### src/event_timers_params.svh
// Register indices, field positions, reset values and timing counts
`ifndef EVENT_TIMERS_PARAMS_SVH
`define EVENT_TIMERS_PARAMS_SVH

// ------------------------------------------------------------------
// Register indices (byte address is four times the index)
// ------------------------------------------------------------------
`define IDX_TIMEBASE_FLAG_REG   6'h01
`define IDX_EVENT_FLAG_REG      6'h02
`define IDX_TIMEBASE_MODE       6'h08
`define IDX_EVENT_MODE_ONE      6'h09
`define IDX_EVENT_LOW           6'h0a
`define IDX_EVENT_HIGH          6'h0b
`define IDX_EVENT_OUT_MODE      6'h13
`define IDX_PIN_FUNC_C          6'h25
`define IDX_TIMEBASE_CTRL       6'h30

// ------------------------------------------------------------------
// Field positions
// ------------------------------------------------------------------
`define BIT_TIMEBASE_FLAG       2
`define BIT_EVENT_FLAG          0
`define BIT_TIMEBASE_SELECT     3
`define BIT_RELOAD_SELECT       3
`define BIT_EVENT_PIN_FUNC      0
`define BIT_TIMEBASE_CLEAR      0
`define SEL_EXTERNAL_EVENT      3'h7

// ------------------------------------------------------------------
// Reset values and timing counts
// ------------------------------------------------------------------
`define RST_NIBBLE              4'h0
`define RST_BYTE                8'h00
`define RST_OUT_MODE            2'h0
`define COUNT_ALL_ONES          8'hff
`define MODE_ONE_DELAY_CYCLES   2'h2
`define PRESCALER_S_WIDTH       11
`define PRESCALER_W_WIDTH       5

`endif

### src/event_timers_pkg.sv
// Types shared by the timebase and event timer block
package event_timers_pkg;

  typedef struct packed {
    logic       psel;
    logic       penable;
    logic       pwrite;
    logic [7:0] paddr;
    logic [31:0] pwdata;
  } apb_req_t;

  typedef enum logic [1:0] {
    OUT_PORT   = 2'h0,
    OUT_TOGGLE = 2'h1,
    OUT_LOW    = 2'h2,
    OUT_HIGH   = 2'h3
  } out_mode_t;

  typedef struct packed {
    logic       reload_select_bit;
    logic [2:0] clock_select;
  } event_mode_t;

endpackage : event_timers_pkg

### src/timebase_and_event_timers.sv
// Timebase timer and event timer with APB register access
`timescale 1ns/1ps
`default_nettype none
`include "event_timers_params.svh"

module timebase_and_event_timers (
  input  wire logic                      pclk,
  input  wire logic                      presetn,
  input  wire event_timers_pkg::apb_req_t apb_req,
  output logic                           pready,
  output logic                           pslverr,
  output logic [31:0]                    prdata,
  input  wire logic                      crystal_32k_in,
  input  wire logic                      shared_port_event_pin,
  output logic                           event_timer_output_pin,
  output logic                           shared_port_output_sel,
  output logic                           timebase_overflow_flag,
  output logic                           event_timer_overflow_flag
);
  import event_timers_pkg::*;

  // ------------------------------------------------------------------
  // Tap decoding
  // ------------------------------------------------------------------
  // Log2 of the divide ratio for a prescaler S selection:
  // codes 0..3 step down by two from 11, codes 4..7 by one from 3
  function automatic logic [3:0] s_log2(input logic [2:0] sel);
    return sel[2] ? 4'(4'h7 - {1'b0, sel}) : 4'(4'hb - {sel, 1'b0});
  endfunction : s_log2
  // Pulse when the low k bits of the prescaler are all ones
  function automatic logic s_tap(input logic [10:0] cnt,
                                 input logic [3:0]  k);
    logic [10:0] mask;
    mask = 11'((12'h001 << k) - 12'h001);
    return (cnt & mask) == mask;
  endfunction : s_tap

  // ------------------------------------------------------------------
  // Pin synchronisers
  // ------------------------------------------------------------------
  logic [2:0] evt_sync_ff;
  logic [2:0] xtal_sync_ff;
  logic       evt_level_ff;
  logic       xtal_level_ff;
  logic       nxt_evt_level;
  logic       nxt_xtal_level;
  logic       evt_fall;
  logic       xtal_rise;
  always_ff @(posedge pclk or negedge presetn) begin
    if (!presetn) begin
      evt_sync_ff   <= 3'h7;
      xtal_sync_ff  <= 3'h0;
      evt_level_ff  <= 1'b1;
      xtal_level_ff <= 1'b0;
    end else begin
      evt_sync_ff   <= {evt_sync_ff[1:0], shared_port_event_pin};
      xtal_sync_ff  <= {xtal_sync_ff[1:0], crystal_32k_in};
      evt_level_ff  <= nxt_evt_level;
      xtal_level_ff <= nxt_xtal_level;
    end
  end

  // A level counts only once stages two and three agree
  always_comb begin
    nxt_evt_level  = evt_level_ff;
    nxt_xtal_level = xtal_level_ff;
    evt_fall       = 1'b0;
    xtal_rise      = 1'b0;
    if (evt_sync_ff[1] == evt_sync_ff[2]) begin
      nxt_evt_level = evt_sync_ff[2];
      evt_fall      = evt_level_ff & ~evt_sync_ff[2];
    end
    if (xtal_sync_ff[1] == xtal_sync_ff[2]) begin
      nxt_xtal_level = xtal_sync_ff[2];
      xtal_rise      = ~xtal_level_ff & xtal_sync_ff[2];
    end
  end

  // ------------------------------------------------------------------
  // APB slave
  // ------------------------------------------------------------------
  logic        pready_ff;
  logic        pslverr_ff;
  logic [31:0] prdata_ff;
  logic        nxt_pready;
  logic        nxt_pslverr;
  logic [31:0] nxt_prdata;
  logic        acc_first;
  logic        wr_done;
  logic        rd_high_now;
  logic [5:0]  idx;
  logic        addr_ok;
  // Register state
  logic [3:0]  timebase_mode_ff;
  logic [3:0]  nxt_timebase_mode;
  event_mode_t mode_one_ff;
  event_mode_t nxt_mode_one;
  event_mode_t mode_pend_ff;
  event_mode_t nxt_mode_pend;
  logic [1:0]  pend_cnt_ff;
  logic [1:0]  nxt_pend_cnt;
  logic [3:0]  load_low_ff;
  logic [3:0]  nxt_load_low;
  logic [3:0]  load_high_ff;
  logic [3:0]  nxt_load_high;
  logic [3:0]  count_latch_ff;
  logic [3:0]  nxt_count_latch;
  out_mode_t   out_mode_ff;
  out_mode_t   nxt_out_mode;
  logic [3:0]  pin_func_ff;
  logic [3:0]  nxt_pin_func;
  // Counters and flags
  logic [10:0] pres_s_ff;
  logic [4:0]  pres_w_ff;
  logic [7:0]  tb_count_ff;
  logic [7:0]  ev_count_ff;
  logic        tb_flag_ff;
  logic        ev_flag_ff;
  logic        out_pin_ff;
  logic        out_sel_ff;
  logic [10:0] nxt_pres_s;
  logic [4:0]  nxt_pres_w;
  logic [7:0]  nxt_tb_count;
  logic [7:0]  nxt_ev_count;
  logic        nxt_tb_flag;
  logic        nxt_ev_flag;
  logic        nxt_out_pin;
  logic        nxt_out_sel;

  // Request is answered one cycle into the access phase
  assign acc_first = apb_req.psel & apb_req.penable & ~pready_ff;
  assign wr_done   = apb_req.psel & apb_req.penable & pready_ff &
                     apb_req.pwrite & ~pslverr_ff;
  assign idx       = apb_req.paddr[7:2];
  assign addr_ok   = (apb_req.paddr[1:0] == 2'h0) &&
                     (idx inside {`IDX_TIMEBASE_FLAG_REG,
                                  `IDX_EVENT_FLAG_REG, `IDX_TIMEBASE_MODE,
                                  `IDX_EVENT_MODE_ONE, `IDX_EVENT_LOW,
                                  `IDX_EVENT_HIGH, `IDX_EVENT_OUT_MODE,
                                  `IDX_PIN_FUNC_C, `IDX_TIMEBASE_CTRL});
  assign rd_high_now = acc_first & ~apb_req.pwrite & addr_ok &
                       (idx == `IDX_EVENT_HIGH);

  // Read data is captured with the count of the same cycle
  always_comb begin
    nxt_pready  = acc_first;
    nxt_pslverr = acc_first & ~addr_ok;
    nxt_prdata  = prdata_ff;
    if (acc_first) begin
      nxt_prdata = 32'h0000_0000;
      if (!apb_req.pwrite && addr_ok) begin
        unique case (idx)
          `IDX_TIMEBASE_FLAG_REG:
            nxt_prdata[`BIT_TIMEBASE_FLAG] = tb_flag_ff;
          `IDX_EVENT_FLAG_REG:
            nxt_prdata[`BIT_EVENT_FLAG] = ev_flag_ff;
          `IDX_EVENT_LOW:
            nxt_prdata[3:0] = count_latch_ff;
          `IDX_EVENT_HIGH:
            nxt_prdata[3:0] = ev_count_ff[7:4];
          `IDX_EVENT_OUT_MODE:
            nxt_prdata[1:0] = out_mode_ff;
          default: ; // Write-only registers read zero
        endcase
      end
    end
  end

  always_ff @(posedge pclk or negedge presetn) begin
    if (!presetn) begin
      pready_ff  <= 1'b0;
      pslverr_ff <= 1'b0;
      prdata_ff  <= 32'h0000_0000;
    end else begin
      pready_ff  <= nxt_pready;
      pslverr_ff <= nxt_pslverr;
      prdata_ff  <= nxt_prdata;
    end
  end

  assign pready  = pready_ff;
  assign pslverr = pslverr_ff;
  assign prdata  = prdata_ff;

  // ------------------------------------------------------------------
  // Register writes
  // ------------------------------------------------------------------
  always_comb begin
    nxt_timebase_mode = timebase_mode_ff;
    nxt_mode_one      = mode_one_ff;
    nxt_mode_pend     = mode_pend_ff;
    nxt_pend_cnt      = pend_cnt_ff;
    nxt_load_low      = load_low_ff;
    nxt_load_high     = load_high_ff;
    nxt_out_mode      = out_mode_ff;
    nxt_pin_func      = pin_func_ff;
    nxt_count_latch   = count_latch_ff;
    if (rd_high_now) begin
      nxt_count_latch = ev_count_ff[3:0];
    end
    // A pending mode becomes the live one after its delay
    if (pend_cnt_ff != 2'h0) begin
      nxt_pend_cnt = 2'(pend_cnt_ff - 2'h1);
      if (pend_cnt_ff == 2'h1) begin
        nxt_mode_one = mode_pend_ff;
      end
    end
    if (wr_done) begin
      unique case (idx)
        `IDX_TIMEBASE_MODE: nxt_timebase_mode = apb_req.pwdata[3:0];
        `IDX_EVENT_MODE_ONE: begin
          nxt_mode_pend = event_mode_t'(apb_req.pwdata[3:0]);
          nxt_pend_cnt  = `MODE_ONE_DELAY_CYCLES;
        end
        `IDX_EVENT_LOW:      nxt_load_low = apb_req.pwdata[3:0];
        `IDX_EVENT_HIGH:     nxt_load_high = apb_req.pwdata[3:0];
        `IDX_EVENT_OUT_MODE: nxt_out_mode = out_mode_t'(apb_req.pwdata[1:0]);
        `IDX_PIN_FUNC_C:     nxt_pin_func = apb_req.pwdata[3:0];
        default: ;
      endcase
    end
  end

  always_ff @(posedge pclk or negedge presetn) begin
    if (!presetn) begin
      timebase_mode_ff <= `RST_NIBBLE;
      mode_one_ff      <= event_mode_t'(`RST_NIBBLE);
      mode_pend_ff     <= event_mode_t'(`RST_NIBBLE);
      pend_cnt_ff      <= 2'h0;
      load_low_ff      <= `RST_NIBBLE;
      load_high_ff     <= `RST_NIBBLE;
      count_latch_ff   <= `RST_NIBBLE;
      out_mode_ff      <= out_mode_t'(`RST_OUT_MODE);
      pin_func_ff      <= `RST_NIBBLE;
    end else begin
      timebase_mode_ff <= nxt_timebase_mode;
      mode_one_ff      <= nxt_mode_one;
      mode_pend_ff     <= nxt_mode_pend;
      pend_cnt_ff      <= nxt_pend_cnt;
      load_low_ff      <= nxt_load_low;
      load_high_ff     <= nxt_load_high;
      count_latch_ff   <= nxt_count_latch;
      out_mode_ff      <= nxt_out_mode;
      pin_func_ff      <= nxt_pin_func;
    end
  end

  // ------------------------------------------------------------------
  // Prescalers and timebase timer
  // ------------------------------------------------------------------
  logic       tb_select;
  logic       tb_clear;
  logic       tb_tick;
  logic       ev_tick;
  logic       ev_load;
  logic [2:0] w_k;
  assign tb_select = timebase_mode_ff[`BIT_TIMEBASE_SELECT];
  assign tb_clear  = wr_done & (idx == `IDX_TIMEBASE_CTRL) & tb_select &
                     apb_req.pwdata[`BIT_TIMEBASE_CLEAR];
  assign ev_load   = wr_done & (idx == `IDX_EVENT_HIGH);
  // Prescaler W tap: divide 32, 16, 8, 4, 2 of the 32 kHz input
  always_comb begin
    unique case (timebase_mode_ff[2:0])
      3'h1:    w_k = 3'h4;
      3'h2:    w_k = 3'h3;
      3'h3:    w_k = 3'h2;
      3'h4:    w_k = 3'h1;
      default: w_k = 3'h5;
    endcase
  end

  always_comb begin
    logic [4:0] wmask;
    wmask = 5'((6'h01 << w_k) - 6'h01);
    nxt_pres_s = 11'(pres_s_ff + 11'h001);
    nxt_pres_w = xtal_rise ? 5'(pres_w_ff + 5'h01) : pres_w_ff;
    if (tb_select) begin
      tb_tick = xtal_rise & ((pres_w_ff & wmask) == wmask);
    end else begin
      tb_tick = s_tap(pres_s_ff, s_log2(timebase_mode_ff[2:0]));
    end
    nxt_tb_count = tb_count_ff;
    nxt_tb_flag  = tb_flag_ff;
    // Software writes zero to clear; a same-cycle overflow still sets
    if (wr_done && idx == `IDX_TIMEBASE_FLAG_REG &&
        !apb_req.pwdata[`BIT_TIMEBASE_FLAG]) begin
      nxt_tb_flag = 1'b0;
    end
    if (tb_tick) begin
      nxt_tb_count = 8'(tb_count_ff + 8'h01);
      if (tb_count_ff == `COUNT_ALL_ONES) begin
        nxt_tb_flag = 1'b1;
      end
    end
    if (tb_clear) begin
      nxt_pres_w   = 5'h00;
      nxt_tb_count = `RST_BYTE;
    end
  end

  // ------------------------------------------------------------------
  // Event timer and output pin
  // ------------------------------------------------------------------
  always_comb begin
    if (mode_one_ff.clock_select == `SEL_EXTERNAL_EVENT) begin
      // Counting needs the shared pin routed to event input
      ev_tick = evt_fall & pin_func_ff[`BIT_EVENT_PIN_FUNC];
    end else begin
      ev_tick = s_tap(pres_s_ff, s_log2(mode_one_ff.clock_select));
    end
    nxt_ev_count = ev_count_ff;
    nxt_ev_flag  = ev_flag_ff;
    nxt_out_pin  = out_pin_ff;
    nxt_out_sel  = (out_mode_ff != OUT_PORT);
    if (wr_done && idx == `IDX_EVENT_FLAG_REG &&
        !apb_req.pwdata[`BIT_EVENT_FLAG]) begin
      nxt_ev_flag = 1'b0;
    end
    if (ev_tick) begin
      nxt_ev_count = 8'(ev_count_ff + 8'h01);
      if (ev_count_ff == `COUNT_ALL_ONES) begin
        nxt_ev_flag = 1'b1;
        if (mode_one_ff.reload_select_bit) begin
          nxt_ev_count = {load_high_ff, load_low_ff};
        end else begin
          nxt_ev_count = `RST_BYTE;
        end
        unique case (out_mode_ff)
          OUT_TOGGLE: nxt_out_pin = ~out_pin_ff;
          OUT_LOW:    nxt_out_pin = 1'b0;
          OUT_HIGH:   nxt_out_pin = 1'b1;
          OUT_PORT:   nxt_out_pin = out_pin_ff;
        endcase
      end
    end
    // Software load wins over a tick in the same cycle
    if (ev_load) begin
      nxt_ev_count = {apb_req.pwdata[3:0], load_low_ff};
    end
  end

  always_ff @(posedge pclk or negedge presetn) begin
    if (!presetn) begin
      pres_s_ff   <= 11'h000;
      pres_w_ff   <= 5'h00;
      tb_count_ff <= `RST_BYTE;
      ev_count_ff <= `RST_BYTE;
      tb_flag_ff  <= 1'b0;
      ev_flag_ff  <= 1'b0;
      out_pin_ff  <= 1'b0;
      out_sel_ff  <= 1'b0;
    end else begin
      pres_s_ff   <= nxt_pres_s;
      pres_w_ff   <= nxt_pres_w;
      tb_count_ff <= nxt_tb_count;
      ev_count_ff <= nxt_ev_count;
      tb_flag_ff  <= nxt_tb_flag;
      ev_flag_ff  <= nxt_ev_flag;
      out_pin_ff  <= nxt_out_pin;
      out_sel_ff  <= nxt_out_sel;
    end
  end

  assign event_timer_output_pin    = out_pin_ff;
  assign shared_port_output_sel    = out_sel_ff;
  assign timebase_overflow_flag    = tb_flag_ff;
  assign event_timer_overflow_flag = ev_flag_ff;

endmodule : timebase_and_event_timers

`default_nettype wire

### config.mk
export PLATFORM = sky130hd
export DESIGN_NAME = timebase_and_event_timers
export DESIGN_NICKNAME = d
export VERILOG_FILES = /design/src/event_timers_pkg.sv /design/src/timebase_and_event_timers.sv
export VERILOG_INCLUDE_DIRS = /design/src
export SDC_FILE = /design/constraint.sdc
export NUM_CORES = 1
export LEC_CHECK = 0
export CAP_MARGIN = 20
export CORE_MARGIN = 1
export CORE_UTILIZATION = 57
export CTS_CLUSTER_DIAMETER = 80
export DETAILED_ROUTE_END_ITERATION = 8
export DONT_BUFFER_PORTS = 1
export GPL_TIMING_DRIVEN = 1
export MAX_ROUTING_LAYER = met4
export PLACE_DENSITY = 0.75
export SETUP_SLACK_MARGIN = 0.2
export SLEW_MARGIN = 20
export SYNTH_ARGS = -nofsm -noshare
export SYNTH_HDL_FRONTEND = slang
export SYNTH_SLANG_ARGS = --single-unit
### constraint.sdc
create_clock -name pclk -period 1.7 [get_ports pclk]
set_clock_uncertainty 0.05 [all_clocks]
set_input_delay 0.17 -clock pclk [delete_from_list [all_inputs] [get_ports pclk]]
set_output_delay 0.17 -clock pclk [all_outputs]
set_load 0.01 [all_outputs]
== After elaboration in Yosys (flattened, before gate mapping) ==
Cells that the tools add are included.
Storage, ports and cells
  input bits: 47
  logic and storage cells: 149
  register bits: 79
Cells by class
  shift operators: 3
  add/subtract/negate cells: 12
  bitwise gates (word level): 28
  reductions and logical operators: 25
  eq/ne operators: 25
  mux-type cells: 30
Operators by type and width (count)
  $mux W8: 6
  $eq A6 B4 Y1 const B: 4
  $and A11 B11 Y11: 2
  $eq A11 B11 Y1: 2
  $shl A1 B4 Y11 const A: 2
  $sub A11 B1 Y11 const B: 2
  $and A1 B1 Y1: 17
  $add A8 B1 Y8 const B: 2
  $eq A8 B8 Y1 const B: 2
  $reduce_and A2 Y1: 7
  $eq A6 B6 Y1 const B: 2
  $mux W4: 3
  $pmux W3 S4: 1
  $add A11 B1 Y11 const B: 1
  $mux W1: 10
  $mux W5: 2
  $reduce_bool A2 Y1: 5
  $pmux W1 S3: 3
  $reduce_bool A9 Y1: 1
  $not A1 Y1: 8
  $sub A3 B3 Y4 const A: 2
  $sub A4 B4 Y4 const A: 2
  $eq A3 B2 Y1 const B: 2
  $eq A3 B3 Y1 const B: 2
  other kinds (20): 33

== Longest topological paths before layout ==
Gate-level depths: netlist (run 1).
  depth after elaboration: 10
  mapped depth: 7
  mapped depth without buffers: 6

== Worst setup path before layout (run 1) ==
No wires, ideal clock.
  path type: register to register
  start point: reg pres_s_ff[2]
  end point: reg ev_count_ff[2]
  cell stages (with the launch flop): 7
  path buffers: 1
  setup slack: -0.220 ns
  clock period less this slack: 1.920 ns
  library setup time: 0.124 ns
  data arrival time: 1.746 ns
  data required time: 1.526 ns
  cell sequence: dfrtp_1 -> and3_1 -> and4bb_1 -> o32a_1 -> buf_2 -> a21o_1 -> a211o_1
On the way
  cells in the longest elaborated chain, start to end: 4
Ends and longest elaborated chain
  start, declared: RTL line timebase_and_event_timers.sv:113  | logic [10:0] pres_s_ff;
  start signal, assigned: RTL line timebase_and_event_timers.sv:353  | pres_s_ff <= nxt_pres_s;
  $and A11 B11 Y11: RTL line timebase_and_event_timers.sv:35  | return (cnt & mask) == mask;
  $eq A11 B11 Y1: RTL line timebase_and_event_timers.sv:35
  $mux W1: RTL line timebase_and_event_timers.sv:305  | if (mode_one_ff.clock_select == `SEL_EXTERNAL_EVENT) begin
  $reduce_bool A2 Y1 (no line)
  end signal, assigned: RTL line timebase_and_event_timers.sv:347  | ev_count_ff <= `RST_BYTE;
  end signal, assigned: RTL line timebase_and_event_timers.sv:356  | ev_count_ff <= nxt_ev_count;
  end, declared: RTL line timebase_and_event_timers.sv:116  | logic [7:0] ev_count_ff;
No other way between the ends.
A chain may end at the register's enable or synchronous reset.

== Final worst setup path (run 1) ==
  start point: reg pres_s_ff[6]
  end point: reg tb_count_ff[5]
On the way
  cells in the longest elaborated chain, start to end: 4
Ends and longest elaborated chain
  $and A11 B11 Y11: RTL line timebase_and_event_timers.sv:35
  $eq A11 B11 Y1: RTL line timebase_and_event_timers.sv:35
  $mux W1: RTL line timebase_and_event_timers.sv:277  | if (tb_select) begin
  $reduce_bool A2 Y1 (no line)
  end signal, assigned: RTL line timebase_and_event_timers.sv:346  | tb_count_ff <= `RST_BYTE;
  end signal, assigned: RTL line timebase_and_event_timers.sv:355  | tb_count_ff <= nxt_tb_count;
  end, declared: RTL line timebase_and_event_timers.sv:115  | logic [7:0] tb_count_ff;
No other way between the ends.

==> qor.yml, run 1 <==
run_status:
  outcome: "finished with violations"
  violations: "negative hold slack, negative setup slack"
layout:
  layout-drive-gt1-share: 0.391
  area_growth_pct: 32.6
  postLayoutCoreUtil: 0.790
  design_area_mm2: 0.00540
  final_nets: 514
  fill_cells: 400
  insertedDiodeCount: 0
worst_setup_path:
  arrival_ns: 2.12
  start_kind: "register"
  required_ns: 1.93
  crit_fanout: 8
  worst_setup_path_end_kind: "register"
  path_class: "reg -> reg"
  reg2reg_depth: 6
yosys:
  synth_common_cells: "dfrtp_1 (75), nand2_1 (45), buf_4 (28)"
  synth_edf_count: 0
  syn_avg_cell_area_um2: 10.8
  synth_top_area_share: 0.461
  yosysMostFrequentCell: "dfrtp_1"
  synthArstFlopShare: 1.00
  ys_seq_elements: 79
  synthTopCellsByArea: "dfrtp_1 (46%), mux2_2 (6.9%), buf_4 (5.2%)"
  yosys_warnings: 0
  synth.cell_area_mm2: 0.00407
  seq_area_frac_synth: 0.487
  syn_inst: 378
  synth_cell_types: 66
  yosys.area.top_type: "dfrtp_1"
  synth_ff_type: "dfrtp_1"
worst_hold_path:
  hold_path_class: "in -> async"
power:
  seqPwrFrac: 0.487
  intPower_w: 0.00327
  ir_drop_mv: 0.561
  p_switching_w: 0.000959
  p_leak_nw: 2.42
  p_sw_frac: 0.227
  clkPwrFrac: 0.430
  power_frac_comb: 0.083
  power_w: 0.00423
  powerDensity_mw_per_mm2: 784
floorplan:
  start_util: 0.596
  core_mm2: 0.00683
  die_w_um: 86.5
  rows: 30
  ios: 85
  die_y_um: 86.5
  die_area_mm2: 0.00748
clocking:
  cts_num_sinks: 79
  root_buffer: "clkbuf_8"
  cts_tree: "built"
  clk_pin_slew_ns: 0.08
  cts.htree.levels: 3
  cts_hold_buf: 13
  worstSkewPairLatency_ns: 0.35
  cts_buffers: 9
  cts.path.max_buffers: 2
global_route:
  grt_remaining_overflow: 0
  antenna_found_initial: 0
  grt_pass1_vias: 3337
  grt_first_pass_wirelength_mm: 16.1
  grt_max_degree: 80
  grt_usage: 0.292
timing:
  rsz0062_at_grt: "yes"
  max_freq_mhz: 528
  setup_viol: 30
  finalMaxSlewViolations: 0
  final_hold_viol_count: 79
  worst_slew_pin_slew_ns: 0.629
  hold_slack_ns: -0.554
  slew_headroom: 0.577
  fin_crit_ns: 1.89
  setup_slack_ns: -0.193
  finalCritPeriodShare: 1.11
routing:
  drc: 0
  drtIter0Drc: 194
  vias_per_cell: 5.89
  vias: 3322
  antenna_left: 0
  wire_per_inst_um: 18.8
  first_pass_iters: 4
  wirelength_mm: 10.6
job:
  max_cap_viol_count: 0
placed_design:
  dp_slack_ns: -0.247
  gp_congestion: 0.934
  dpl-instance-area_mm2: 0.00447
  hpwl_mm: 6.07
  port_buffers: 0
-- cell families (layout without fill, tap and decap cells) --
family | Yosys count | count (layout) | share of synthesized area
xor gates and xnor gates | 13 | 13 | 0.0280
adders and majority gates | 6 | 6 | 0.0172
muxes | 35 | 35 | 0.0938
and+or+nand+nor | 129 | 129 | 0.170
other | 1 | 28 | 0.000921
AOI/OAI and AO/OA | 74 | 74 | 0.136
DFF | 79 | 79 | 0.487
buffers and inverters | 41 | 104 | 0.0679
-- metrics by stage --
stage	hold slack (ns)	setup TNS, ns	std cells
after floorplan	-0.176	-0.189	405
after global placement	-0.173	-1.78	512
after detailed placement	-0.173	-2.20	512
after CTS	-0.557	-1.34	552
after global routing	-0.578	-5.70	564
final	-0.554	-3.39	564
-- worst max-delay path: stages (launching register included) --
cell	delay (ns)
dfrtp_1	0.40
buf_6	0.12
nand2_1	0.08
a21o_1	0.19
a2111o_2	0.56
a21oi_2	0.19
mux2i_1	0.22
-- power groups by stage --
stage                     registers [W]  clock network [W]  logic [W]
after global routing            0.00207            0.00192   0.000388
after floorplan                 0.00207                  0   0.000225
final                           0.00206            0.00182   0.000350
after global placement          0.00208                  0   0.000227
after detailed placement        0.00208                  0   0.000240
after CTS                       0.00205            0.00183   0.000291
-- layer usage --
layer / GRT usage / up-vias / share of wire / routed length (um)
li1: - / 1503 / - / -
met2: 0.465 / 129 / 0.50 / 5290
met3: 0.0657 / 25 / 0.064 / 676
met4: 0.117 / 0 / 0.023 / 246
met5: - / - / 0 / 0
met1: 0.364 / 1665 / 0.41 / 4370
-- path summary, 6_finish.rpt --
| check | endpoint | from | slack (ns) |
|---|---|---|---|
| max | tb_count_ff[5] | pres_s_ff[6] | -0.19 |
| min | prdata[2] | presetn | -0.55 |
| max reg2reg | tb_count_ff[5] | pres_s_ff[6] | -0.19 |
| min reg2reg | evt_sync_ff[1] | evt_sync_ff[0] | 0.31 |
| max in group asynchronous | evt_level_ff | presetn | 1.95 |
| min in group pclk | event_timer_overflow_flag | apb_req[0] | 0.01 |
-- layout by cell type, fill, tap and decap left out, types with 6 or more instances in the layout --
cell,count
nand2_1,36
clkbuf_8,9
buf_6,13
dfrtp_1,73
xnor2_1,6
nor2_1,6
conb_1,28
dlygate4sd3_1,13
nand2_2,8
nand3_1,13
mux2i_1,9
a21oi_2,6
buf_4,57
mux2_4,15
mux2_2,10
nand2b_1,7
o21ai_0,6
xor2_1,6
-- registers in the layout, indices dropped and copies added (netlist names), 2 cells and up --
signal	flops
timebase_mode_ff	4
load_high_ff	4
prdata	4
tb_count_ff	8
mode_pend_ff	4
pres_s_ff	11
evt_sync_ff	3
ev_count_ff	8
mode_one_ff	4
xtal_sync_ff	3
out_mode_ff	2
load_low_ff	4
pend_cnt_ff	2
count_latch_ff	4
pres_w_ff	5
-- final cells by class --
type	count	area [um2]	share of cell area
Sequential cell	79	1980	0.368
Inverter	5	21.3	0.00394
Multi-Input combinational cell	285	2310	0.427
Clock inverter	6	133	0.0246
Tap cell	96	120	0.0223
Clock buffer	10	128	0.0236
Timing Repair Buffer	83	704	0.131
-- timing repair --
| item | in CTS | in global routing |
|---|---|---|
| endpoints found under the hold margin | 107 | 79 |
| setup endpoints to repair | 48 | 49 |
| pin swaps | 20 | 29 |
| setup buffers | 11 | 12 |
| gates resized for setup | 50 | 43 |
No activity file was read; power rests on OpenSTA's default activity.
==> inputs of run 2 (changes only) <==
- CORE_UTILIZATION: 57 -> 35
- PLACE_DENSITY: 0.75 -> not set
==> qor.yml, run 2 (same netlist as run 1, synthesis figures left out) <==
worst_hold_path:
  hold_path_class: "in -> async"
timing:
  max_freq_mhz: 547
  final_hold_viol_count: 79
  finalCritPeriodShare: 1.08
  rsz0062_at_grt: "yes"
  fin_crit_ns: 1.83
  setup_viol: 19
  slew_headroom: 0.652
  setup_slack_ns: -0.130
  finalMaxSlewViolations: 0
  worst_slew_pin_slew_ns: 0.520
  hold_slack_ns: -0.525
power:
  p_sw_frac: 0.220
  clkPwrFrac: 0.469
  ir_drop_mv: 0.485
  power_w: 0.00449
  power_frac_comb: 0.072
  intPower_w: 0.00350
  seqPwrFrac: 0.459
  p_switching_w: 0.000989
  p_leak_nw: 2.46
  powerDensity_mw_per_mm2: 823
job:
  max_cap_viol_count: 0
floorplan:
  die_y_um: 110
  core_mm2: 0.0114
  die_area_mm2: 0.0121
  die_w_um: 110
  ios: 85
  start_util: 0.358
  rows: 39
worst_setup_path:
  arrival_ns: 2.04
  reg2reg_depth: 5
  r2r_end: "tb_count_ff[3]"
  worst_setup_path_end_kind: "register"
  start_kind: "register"
  critPathMaxStageDelay_ns: 0.49
  r2r-start: "timebase_mode_ff[0]"
  r2r_slack_ns: -0.13
  path_class: "reg -> reg"
  crit_fanout: 8
  cpMaxStageDelayCell: "a2111o_2"
  required_ns: 1.91
  critical_path.cell_chain: "a211oi_2 -> o31a_1 -> a2111o_2 -> a21oi_2 -> mux2i_1"
clocking:
  cts.htree.levels: 3
  root_buffer: "clkbuf_16"
  cts_hold_buf: 11
  cts_num_sinks: 79
  clk_pin_slew_ns: 0.06
  cts_buffers: 9
  worstSkewPairLatency_ns: 0.34
  cts.path.max_buffers: 2
  cts_tree: "built"
layout:
  final_common_cell: "dfrtp_1"
  area_growth_pct: 34.1
  layout_common_cells: "dfrtp_1 (71), buf_4 (58), nand2_1 (29), conb_1 (28), mux2_2 (18)"
  layout-drive-gt1-share: 0.392
  layout.cells.non_filler: 610
  final_nets: 513
  seqCellArea_mm2: 0.00199
  fill_cells: 1020
  largest_reg_flops: 11
  design_area_mm2: 0.00546
  postLayoutCoreUtil: 0.480
  top_regs: "pres_s_ff: 11 flops, ev_count_ff: 8 flops, tb_count_ff: 8 flops"
  multi_input_area_mm2: 0.00223
  top_register: "pres_s_ff"
  insertedDiodeCount: 0
routing:
  wire_per_inst_um: 15.8
  drtIter0Drc: 143
  first_pass_iters: 6
  vias_per_cell: 5.17
  drc: 1
  wirelength_mm: 9.63
  antenna_left: 0
  vias: 3153
global_route:
  grt_usage: 0.167
  grt_max_degree: 80
  grt_first_pass_wirelength_mm: 14.9
  antenna_found_initial: 0
  grt_remaining_overflow: 0
  grt_pass1_vias: 3010
run_status:
  violations: "design-rule violations, negative hold slack, negative setup slack"
  outcome: "finished with violations"
placed_design:
  hpwl_mm: 6.42
  gp_congestion: 0.872
  port_buffers: 0
  dp_cells: 564
  dpl-instance-area_mm2: 0.00457
run 2: cell types whose count changed in the layout (fill, tap and decap cells not counted), moves of 3 or more:
cell and delta:
nand2_2 +3, o21ai_2 -3, buf_6 -3, o21ai_0 +3
mux2_2 +8, mux2_4 -8, clkbuf_8 -7, clkbuf_16 +9
nand2_1 -7, nand2_4 +5
run 2: layer usage:
layer,GRT usage,wire (um)
met2,0.270,4870
met3,0.0237,328
met1,0.208,4220
met4,0.0771,206
met5,-,0
run 2: layout make-up:
cell class	instances	share of cell area
Clock inverter	3	0.0119
Timing Repair Buffer	82	0.131
Clock buffer	13	0.0477
Sequential cell	79	0.364
Multi-Input combinational cell	285	0.409
Inverter	5	0.00390
Tap cell	143	0.0328
run 2: worst max-delay path, delay by kind of cell (launching register included):
family          cells  cell delay (ns)
compound gates      4             1.08
flops               1             0.42
mux                 1             0.20
run 2: what timing repair did:
item | CTS | global route
hold endpoints to repair | 105 | 79
buffers inserted | 1 | 18
pin swaps | 8 | 27
gates resized for setup | 19 | 60
endpoints found under the setup margin | 46 | 54
run 2: per-stage QoR:
step           setup TNS, ns  setup slack (ns)
3_5_place_dp           -1.81            -0.161
6_report               -1.73            -0.130
3_3_place_gp           -1.40            -0.140
4_1_cts                -1.57            -0.130
5_1_grt                -4.15            -0.219
2_1_floorplan         -0.189            -0.137
run 2: power groups by stage:
stage,sequential (W),combinational [W],clock (W)
after floorplan,0.00207,0.000225,0
after global placement,0.00208,0.000227,0
after detailed placement,0.00208,0.000239,0
after CTS,0.00206,0.000275,0.00214
after global routing,0.00207,0.000366,0.00223
final,0.00206,0.000323,0.00210
run 2: worst max-delay path by stage:
| stage | from | end | slack [ns] | cells past startpoint |
|---|---|---|---|---|
| finish | timebase_mode_ff[0] | tb_count_ff[3] | -0.13 | 5 |
| global route | evt_level_ff | ev_count_ff[1] | -0.22 | 6 |
| CTS | timebase_mode_ff[2] | tb_count_ff[6] | -0.13 | 5 |
| detailed placement | evt_level_ff | ev_count_ff[0] | -0.16 | 6 |
| global placement | pres_s_ff[6] | ev_count_ff[2] | -0.14 | 5 |
| floorplan | pres_s_ff[2] | ev_count_ff[2] | -0.14 | 6 |
